--- config.mk ---
export PLATFORM = sky130hd
export DESIGN_NAME = drive_cfg
export DESIGN_NICKNAME = d
export VERILOG_FILES = /design/src/drive_cfg_pkg.sv /design/src/drive_cfg.sv
export SDC_FILE = /design/constraint.sdc
export NUM_CORES = 1
export LEC_CHECK = 0
export BUFFER_PORTS_ARGS = -buffer_cell sky130_fd_sc_hd__buf_2
export CORE_ASPECT_RATIO = 2
export CORE_MARGIN = 2
export CORE_UTILIZATION = 50
export CTS_BUF_LIST = sky130_fd_sc_hd__clkbuf_16
export CTS_CLUSTER_DIAMETER = 30
export DETAILED_ROUTE_END_ITERATION = 6
export PLACE_DENSITY = 0.87
export SYNTH_ARGS = -nofsm -noshare
export SYNTH_HDL_FRONTEND = slang
export SYNTH_SLANG_ARGS = --single-unit
--- constraint.sdc ---
create_clock -name pclk -period 2.8 [get_ports pclk]
set_clock_uncertainty 0.05 [all_clocks]
set_input_delay 0.42 -clock pclk [delete_from_list [all_inputs] [get_ports pclk]]
set_output_delay 0.42 -clock pclk [all_outputs]
set_load 0.05 [all_outputs]
--- src/drive_cfg_pkg.sv ---
// package for the drive current configuration block
// assumes an apb slave with 32-bit data and one clock
package drive_cfg_pkg;

  // register byte addresses (printed offsets are word indices)
  localparam logic [7:0] LC_CFG_IDX = 8'h1A;
  localparam logic [7:0] IMP_CFG_IDX = 8'h18;
  localparam logic [7:0] CTRL_IDX = 8'h40;
  localparam logic [7:0] STATUS_IDX = 8'h41;
  localparam logic [11:0] LC_CFG_ADDR = {2'h0, LC_CFG_IDX, 2'h0};
  localparam logic [11:0] IMP_CFG_ADDR = {2'h0, IMP_CFG_IDX, 2'h0};
  localparam logic [11:0] CTRL_ADDR = {2'h0, CTRL_IDX, 2'h0};
  localparam logic [11:0] STATUS_ADDR = {2'h0, STATUS_IDX, 2'h0};

  // low-current register fields
  localparam int RANGE_BIT = 23;
  localparam int DOUBLER_BIT = 19;
  localparam int LOAD_EN_BIT = 14;
  localparam int LOAD_VAL_LSB = 12;
  localparam int CMRES_LSB = 4;
  localparam int LC_MAG_LSB = 0;
  localparam logic [23:0] LC_WRITE_MASK = 24'h88_70FF;
  localparam logic [23:0] LC_RESET = 24'h00_0055;

  // impedance config fields used here
  localparam int FCODE_LSB = 8;
  localparam int DRV_MAG_LSB = 4;
  localparam logic [23:0] IMP_RESET = 24'h00_0000;

  // control register bits
  localparam int MSTR_LSB = 0;
  localparam int RESYNC_BIT = 8;

  // drive magnitude codes
  localparam logic [2:0] MAG_OFF = 3'h0;
  localparam logic [2:0] MAG_LOW_RANGE = 3'h1;
  localparam logic [2:0] MAG_MAX = 3'h7;
  localparam logic [2:0] MAG_UP_TO_32 = 3'h3;
  localparam logic [2:0] MAG_UP_TO_16 = 3'h2;

  // frequency codes
  localparam logic [3:0] FC_8K = 4'h4;
  localparam logic [3:0] FC_4K = 4'h5;
  localparam logic [3:0] FC_2K = 4'h6;
  localparam logic [3:0] FC_LAST_HALVING = 4'h9;
  localparam logic [17:0] FREQ_FLOOR = 18'd128;

  // load values in kOhm
  localparam logic [10:0] LOAD_KOHM_0 = 11'd27;
  localparam logic [10:0] LOAD_KOHM_1 = 11'd108;
  localparam logic [10:0] LOAD_KOHM_2 = 11'd487;
  localparam logic [10:0] LOAD_KOHM_3 = 11'd1029;

  // decoded drive settings carried together
  typedef struct packed {
    logic high_range;
    logic doubler;
    logic load_on;
    logic [10:0] load_kohm;
    logic [3:0] cm_res;
    logic [3:0] lc_mag;
    logic [2:0] drv_mag;
    logic [17:0] mod_freq_hz;
  } drive_setting_t;

  // resync sequencer states
  typedef enum logic [1:0] {
    SYNC_IDLE = 2'b01,
    SYNC_PULSE = 2'b10
  } sync_state_t;

endpackage : drive_cfg_pkg

--- src/drive_cfg.sv ---
// drive current configuration registers with apb slave
// assumes apb master on pclk; analog side reads the decoded settings
// one clock domain, registers reset asynchronously
//
// Notes on behaviour
// - modulation frequency from code and master clock
// - some codes offset from power of two
// - low-current register readable and writable
// - drive set by both config registers
// - impedance config change may break samples
// - resync command restores timing after changes
// - low-current fields at fixed bit positions
// - range bit low or high; low needs 001 (code also accepts 000)
// - doubler selects 1X or 2X subrange
// - load enable and four load values
//
// Added by the designer: the APB interface to the registers.
`timescale 1ns/1ps
module drive_cfg
  import drive_cfg_pkg::*;
(
  // apb
  input wire logic pclk,
  input wire logic presetn,
  input wire logic psel,
  input wire logic penable,
  input wire logic pwrite,
  input wire logic [11:0] paddr,
  input wire logic [31:0] pwdata,
  output logic [31:0] prdata,
  output logic pready,
  output logic pslverr,
  // decoded drive settings
  output drive_setting_t drive_setting,
  output logic combo_unsupported,
  output logic resync_pulse,
  output logic imp_cfg_changed
);

  logic [23:0] lc_cfg_reg;
  logic [23:0] imp_cfg_reg;
  logic [1:0] mstr_reg;
  logic unsup_reg;
  logic changed_reg;
  sync_state_t sync_reg;
  sync_state_t sync_next;
  drive_setting_t setting_reg;
  logic [31:0] rdata_reg;

  // access decode
  wire access = psel && penable;
  wire wr = access && pwrite;
  wire hit_lc = paddr == LC_CFG_ADDR;
  wire hit_imp = paddr == IMP_CFG_ADDR;
  wire hit_ctrl = paddr == CTRL_ADDR;
  wire hit_stat = paddr == STATUS_ADDR;
  wire mapped = hit_lc || hit_imp || hit_ctrl || hit_stat;
  wire wr_lc = wr && hit_lc;
  wire wr_imp = wr && hit_imp;
  wire wr_ctrl = wr && hit_ctrl;
  wire resync_req = wr_ctrl && pwdata[RESYNC_BIT];

  // zero wait states, unmapped access answered with an error
  assign pready = 1'b1;
  assign pslverr = access && !mapped;

  // frequency decode
  wire [3:0] fcode = imp_cfg_reg[FCODE_LSB +: 4];
  wire [2:0] dmag = imp_cfg_reg[DRV_MAG_LSB +: 3];
  logic [17:0] freq_m0;
  logic [17:0] freq_m1;
  logic [17:0] freq_m2;
  logic [17:0] freq_m3;
  wire [17:0] freq;

  // 32,768 Hz master column, offset codes kept
  always_comb begin
    case (fcode)
      4'h0: freq_m0 = 18'h20000;
      4'h1: freq_m0 = 18'h14000; // offset from power of two
      4'h2: freq_m0 = 18'h0A000;
      4'h3: freq_m0 = 18'h0471C; // offset from power of two
      4'h4: freq_m0 = 18'h02000;
      4'h5: freq_m0 = 18'h01000;
      4'h6: freq_m0 = 18'h00800;
      4'h7: freq_m0 = 18'h00400;
      4'h8: freq_m0 = 18'h00200;
      4'h9: freq_m0 = 18'h00100;
      default: freq_m0 = FREQ_FLOOR; // codes 101x and 11xx
    endcase
  end

  // first 32,000 Hz master column
  always_comb begin
    case (fcode)
      4'h0: freq_m1 = 18'h1F400;
      4'h1: freq_m1 = 18'h13880;
      4'h2: freq_m1 = 18'h09C40;
      4'h3: freq_m1 = 18'h04574;
      4'h4: freq_m1 = 18'h01F40;
      4'h5: freq_m1 = 18'h00FA0;
      4'h6: freq_m1 = 18'h007D0;
      4'h7: freq_m1 = 18'h003E8;
      4'h8: freq_m1 = 18'h001F4;
      4'h9: freq_m1 = 18'h000FA;
      default: freq_m1 = 18'h0007D; // 125 Hz floor
    endcase
  end

  // second 32,000 Hz master column
  always_comb begin
    case (fcode)
      4'h0: freq_m2 = 18'h1F400;
      4'h1: freq_m2 = 18'h13880;
      4'h2: freq_m2 = 18'h09C40;
      4'h3: freq_m2 = 18'h04574;
      4'h4: freq_m2 = 18'h01F40;
      4'h5: freq_m2 = 18'h00FA0;
      4'h6: freq_m2 = 18'h007D0;
      4'h7: freq_m2 = 18'h003E8;
      4'h8: freq_m2 = 18'h001F4;
      4'h9: freq_m2 = 18'h000FA;
      default: freq_m2 = 18'h0007D; // 125 Hz floor
    endcase
  end

  // 31,968 Hz master column, top codes offset upwards
  always_comb begin
    case (fcode)
      4'h0: freq_m3 = 18'h1F380;
      4'h1: freq_m3 = 18'h14000;
      4'h2: freq_m3 = 18'h0A000;
      4'h3: freq_m3 = 18'h0471C;
      4'h4: freq_m3 = 18'h01F38;
      4'h5: freq_m3 = 18'h00F9C;
      4'h6: freq_m3 = 18'h007CE;
      4'h7: freq_m3 = 18'h003E7;
      4'h8: freq_m3 = 18'h001F4; // rounded, not truncated
      4'h9: freq_m3 = 18'h000FA;
      default: freq_m3 = 18'h0007D; // 125 Hz floor
    endcase
  end

  // column picked by the master clock select
  assign freq = (mstr_reg == 2'h0) ? freq_m0 :
                (mstr_reg == 2'h1) ? freq_m1 :
                (mstr_reg == 2'h2) ? freq_m2 : freq_m3;

  // allowed magnitude check per frequency band
  logic mag_ok;
  always_comb begin
    if (fcode < FC_8K) begin
      mag_ok = 1'b1;
    end else if (fcode == FC_8K) begin
      mag_ok = dmag != MAG_MAX;
    end else if (fcode == FC_4K) begin
      mag_ok = dmag <= MAG_UP_TO_32;
    end else if (fcode == FC_2K) begin
      mag_ok = dmag <= MAG_UP_TO_16;
    end else begin
      mag_ok = dmag <= MAG_LOW_RANGE;
    end
  end

  // low range needs magnitude 001 or 000 (off)
  wire high_range = lc_cfg_reg[RANGE_BIT];
  wire range_ok = high_range || dmag == MAG_LOW_RANGE || dmag == MAG_OFF;

  // load value decode
  wire [1:0] load_code = lc_cfg_reg[LOAD_VAL_LSB +: 2];
  logic [10:0] load_kohm;
  always_comb begin
    case (load_code)
      2'h0: load_kohm = LOAD_KOHM_0;
      2'h1: load_kohm = LOAD_KOHM_1;
      2'h2: load_kohm = LOAD_KOHM_2;
      default: load_kohm = LOAD_KOHM_3;
    endcase
  end

  // low-current register, reserved bits kept zero
  always_ff @(posedge pclk or negedge presetn) begin
    if (!presetn) begin
      lc_cfg_reg <= LC_RESET;
    end else if (wr_lc) begin
      lc_cfg_reg <= pwdata[23:0] & LC_WRITE_MASK;
    end
  end

  // impedance config copy, joint with low-current reg
  always_ff @(posedge pclk or negedge presetn) begin
    if (!presetn) begin
      imp_cfg_reg <= IMP_RESET;
    end else if (wr_imp) begin
      imp_cfg_reg <= pwdata[23:0];
    end
  end

  // master clock select from the control register
  always_ff @(posedge pclk or negedge presetn) begin
    if (!presetn) begin
      mstr_reg <= 2'h0;
    end else if (wr_ctrl) begin
      mstr_reg <= pwdata[MSTR_LSB +: 2];
    end
  end

  // change flag: set on impedance write, cleared by resync
  always_ff @(posedge pclk or negedge presetn) begin
    if (!presetn) begin
      changed_reg <= 1'b0;
    end else if (wr_imp) begin
      changed_reg <= 1'b1;
    end else if (sync_reg == SYNC_PULSE) begin
      changed_reg <= 1'b0;
    end
  end

  // resync sequencer: one-cycle pulse per command
  always_comb begin
    case (sync_reg)
      SYNC_IDLE: sync_next = resync_req ? SYNC_PULSE : SYNC_IDLE;
      SYNC_PULSE: sync_next = resync_req ? SYNC_PULSE : SYNC_IDLE;
      default: sync_next = SYNC_IDLE;
    endcase
  end

  // resync sequencer state register
  always_ff @(posedge pclk or negedge presetn) begin
    if (!presetn) begin
      sync_reg <= SYNC_IDLE;
    end else begin
      sync_reg <= sync_next;
    end
  end

  // next decoded settings, taken straight from the registers
  drive_setting_t setting_next;
  always_comb begin
    setting_next.high_range = high_range;
    setting_next.doubler = lc_cfg_reg[DOUBLER_BIT];
    setting_next.load_on = lc_cfg_reg[LOAD_EN_BIT];
    setting_next.load_kohm = load_kohm;
    setting_next.cm_res = lc_cfg_reg[CMRES_LSB +: 4];
    setting_next.lc_mag = lc_cfg_reg[LC_MAG_LSB +: 4];
    setting_next.drv_mag = dmag;
    setting_next.mod_freq_hz = freq;
  end
  wire unsup_next = !(mag_ok && range_ok);

  // decoded settings register, never altered by the
  always_ff @(posedge pclk or negedge presetn) begin
    if (!presetn) begin
      setting_reg <= '0;
    end else begin
      setting_reg <= setting_next;
    end
  end

  // unsupported flag, a level that follows the registers
  always_ff @(posedge pclk or negedge presetn) begin
    if (!presetn) begin
      unsup_reg <= 1'b0;
    end else begin
      unsup_reg <= unsup_next;
    end
  end

  // status word: pulse, change flag, unsupported flag
  wire [2:0] status_bits = {resync_pulse, changed_reg, unsup_reg};
  wire rd_setup = psel && !penable && !pwrite;

  // read mux, unmapped offsets read as zero
  logic [31:0] rmux;
  always_comb begin
    rmux = 32'h0000_0000;
    if (hit_lc) begin
      rmux = {8'h00, lc_cfg_reg};
    end
    if (hit_imp) begin
      rmux = {8'h00, imp_cfg_reg};
    end
    if (hit_ctrl) begin
      rmux = {30'h0, mstr_reg};
    end
    if (hit_stat) begin
      rmux = {29'h0, status_bits};
    end
  end

  // read data captured in setup, stands through access
  always_ff @(posedge pclk or negedge presetn) begin
    if (!presetn) begin
      rdata_reg <= 32'h0000_0000;
    end else if (rd_setup) begin
      rdata_reg <= rmux;
    end
  end

  assign prdata = rdata_reg;
  assign drive_setting = setting_reg;
  assign combo_unsupported = unsup_reg;
  assign resync_pulse = sync_reg == SYNC_PULSE;
  assign imp_cfg_changed = changed_reg;

endmodule : drive_cfg

==> impl_results.md <==
- Vias in the first global route: 3401
- FF-to-FF path depth: 6
- Post-Place Cells: 573
- Yosys reg bits: 107
- Tot GR Track Use: 21.9%
- Clock transition at the registers of the reported paths: 0.07 ns
- Starting Density: 50.7%
- Critical Setup Path Class: input port to output pin
- Avg WL per Cell: 18.5 µm
- Total Wirelength: 10900 µm
- Crit-path cells: buf_2 -> nor3_1 -> nand4_1 -> and4_1 -> buf_2
- Final cell count without fillers: 590
- Max Clk Rate: 450 MHz
- Clk_lat worst skew: 0.34 ns
- Share of layout cells above drive strength 1: 38.1%
- Port bufs: 110
- PwrDens: 513 nW/µm²
- Yosys cell types: 59
- Max transition margin: 42.2%
- Die Height: 141 µm
- Final setup fails: 0
- Register area share after synthesis: 57.2%
- R2R setup slack: 0.81 ns
- Status: finished, final reports clean
- GR Overflow Total: 0
- Die ar.: 10200 µm²
- Clock H-tree levels: 3
- First-pass GRT wire length: 17100 µm
- FF-to-FF End: drive_setting[8]$_DFF_PN0_
- Die Width: 72.5 µm
- Core Box Area: 9260 µm²
- Antenna Nets Post-Route: 0
- CTS tree: yes
- Setup crit end kind: output pin
- Worst Max-Slew Pin Slew: 0.865 ns
- Worst-path fanout max: 7
- Fin. Hold Viols: 0
- RSZ-0062 raised after global routing: no
- Post-CTS Setup Bufs: 0
- Avg Cell Area, Syn: 12.3 µm²
- Top Ports: 129
- Period minus WS final: 2.22 ns
- Initial DRT Pass Iterations: 4
- Ys Warns: 0
- Nets: 541
- Hold_ws: 0.0985 ns
- Hpwl dp: 7890 µm
- Max reg flops: 40
- Most frequent cell on the critical path: buf_2
- Static Leak: 2.94 nW
- CTS resizes: 0
- Drc violations: 0
- Hold_buf cts: 0
- Req. time, crit path: 2.33 ns
- Largest net degree at the start of global routing: 62
- Post-Syn Area: 4690 µm²
- Worst flop-to-flop path startpoint: imp_cfg_reg[9]$_DFFE_PN0P_
- Number of max-cap violations: 0
- Area grow syn2layout: 18.5%
- Initial DRC count: 289
- Top_reg_cell synth: dfrtp_1
- Syn Inst Count: 381
- CTS root buffer: clkbuf_16
- Hold Crit Class: input port to async pin
- CP max stage delay: 0.36 ns
- Fraction of registers with async set/reset: 100%
- Setup TNS: 0 ns
- RePlAce Congestion: 0.840
- Rows: 50
- Maximum vdd ir drop: 0.312 mV
- Number of synthesized flops with an enable pin: 0
- Initial antenna violation count: 0
- Fin crit share: 79.3%
- Number of buffers created by CTS: 9
- Slew Viols, Final: 0
- Sink Count: 107
- Vias per Instance: 5.83
- Critical path arrival: 1.75 ns
- CTS Buffer Depth: 2
- Critical path's slowest cell: nor3_1
- Vias: 3438
- Critical path startpoint category: input port
[cell families after synthesis]
logic type	synth area share, %
flip-flops	57.2
AND/OR/NAND/NOR	10.6
AO/OA/AOI/OAI	12.3
buffers and inverters	5.15
multiplexers	11.0
adder cells (fa/ha/maj)	3.20
other	0.160
XOR/XNOR	0.373
[power breakdown]
group / leakage, nW / internal (mW) / switching [mW] / total (mW)
clock network: 0.131 / 0.600 / 0.542 / 1.14
registers: 1.45 / 1.55 / 0.00394 / 1.56
logic: 1.36 / 0.0405 / 0.116 / 0.157
[stage by stage]
step	total power [mW]	utilization (%)	worst slack, ns	instance area, µm²
6_report	2.85	60.1	0.578	5560
5_1_grt	2.94	60.0	0.510	5560
4_1_cts	2.88	60.0	0.565	5560
3_5_place_dp	1.74	57.1	0.314	5290
3_3_place_gp	1.74	57.1	0.371	5290
2_1_floorplan	1.67	-	0.766	4720
[cell usage after synthesis (2+ instances only)]
master | number | area share, %
dfrtp_1 | 102 | 54
mux2_2 | 29 | 7.0
clkbuf_1 | 19 | 1.5
nand2_1 | 19 | 1.5
nor2_1 | 18 | 1.4
a21oi_1 | 15 | 1.6
buf_4 | 14 | 2.2
ha_1 | 12 | 3.2
inv_1 | 12 | 0.96
o21ai_0 | 12 | 1.3
a22o_1 | 11 | 2.1
mux2_4 | 10 | 3.2
a221o_1 | 9 | 1.9
nand2b_1 | 8 | 1.1
and2_0 | 7 | 0.93
nand3_1 | 6 | 0.64
dfstp_2 | 5 | 2.8
nor3_1 | 5 | 0.53
o221ai_1 | 5 | 0.93
a211oi_1 | 4 | 0.64
and2_1 | 4 | 0.53
mux2i_1 | 4 | 0.85
nor2b_1 | 4 | 0.53
nand3b_1 | 3 | 0.48
or2_2 | 3 | 0.40
a211o_1 | 2 | 0.37
conb_1 | 2 | 0.16
nor3_2 | 2 | 0.43
o21a_1 | 2 | 0.32
o221a_2 | 2 | 0.48
o22a_1 | 2 | 0.37
o32ai_1 | 2 | 0.37
[placed cells by master, fill, tap and decap left out, types with 5 or more instances in the layout]
cell,netlist,routed
buf_4,14,5
mux2_4,10,10
dfstp_2,5,5
and2_0,7,7
o21ai_0,12,12
a221o_1,9,9
nand2_1,19,19
dfrtp_1,102,102
conb_1,2,10
ha_1,12,12
nand2b_1,8,8
o221ai_1,5,5
a21oi_1,15,15
nand3_1,6,6
inv_1,12,12
a22o_1,11,11
buf_2,1,109
clkbuf_16,0,9
nor2_1,18,18
mux2_2,29,29
[layout make-up]
| cell class | instances | area [µm²] |
|---|---|---|
| antenna | 1 | 2.50 |
| clock buffer | 9 | 225 |
| clock inverter | 7 | 42.5 |
| fill | 736 | 3700 |
| inverter | 12 | 45.0 |
| multi-input combinational | 234 | 1810 |
| sequential | 107 | 2680 |
| tap | 104 | 130 |
| timing repair buffer | 116 | 623 |
[how the worst max path moves through the flow]
stage / from / endpoint / slack (ns) / cells past startpoint
after floorplan: paddr[9] / lc_cfg_reg[12]$_DFFE_PN0P_ / 0.77 / 6
after global placement: paddr[9] / lc_cfg_reg[13]$_DFFE_PN0P_ / 0.37 / 5
after detailed placement: paddr[9] / lc_cfg_reg[19]$_DFFE_PN0P_ / 0.31 / 5
after CTS: paddr[9] / pslverr / 0.56 / 5
after global routing: paddr[9] / pslverr / 0.51 / 5
final: paddr[9] / pslverr / 0.58 / 5
[routing by layer]
layer / wire length (µm) / global-route usage [%]
met1: 3690 / 23.0
met2: 6140 / 38.9
met3: 477 / 3.36
met4: 577 / 14.8
met5: 0 / 0
[worst max-delay path, delay by kind of cell]
family                 cells  cell delay, ns
AND/OR/NAND/NOR            3            1.03
buffers and inverters      2            0.31
No activity file was read; power rests on OpenSTA's default activity.
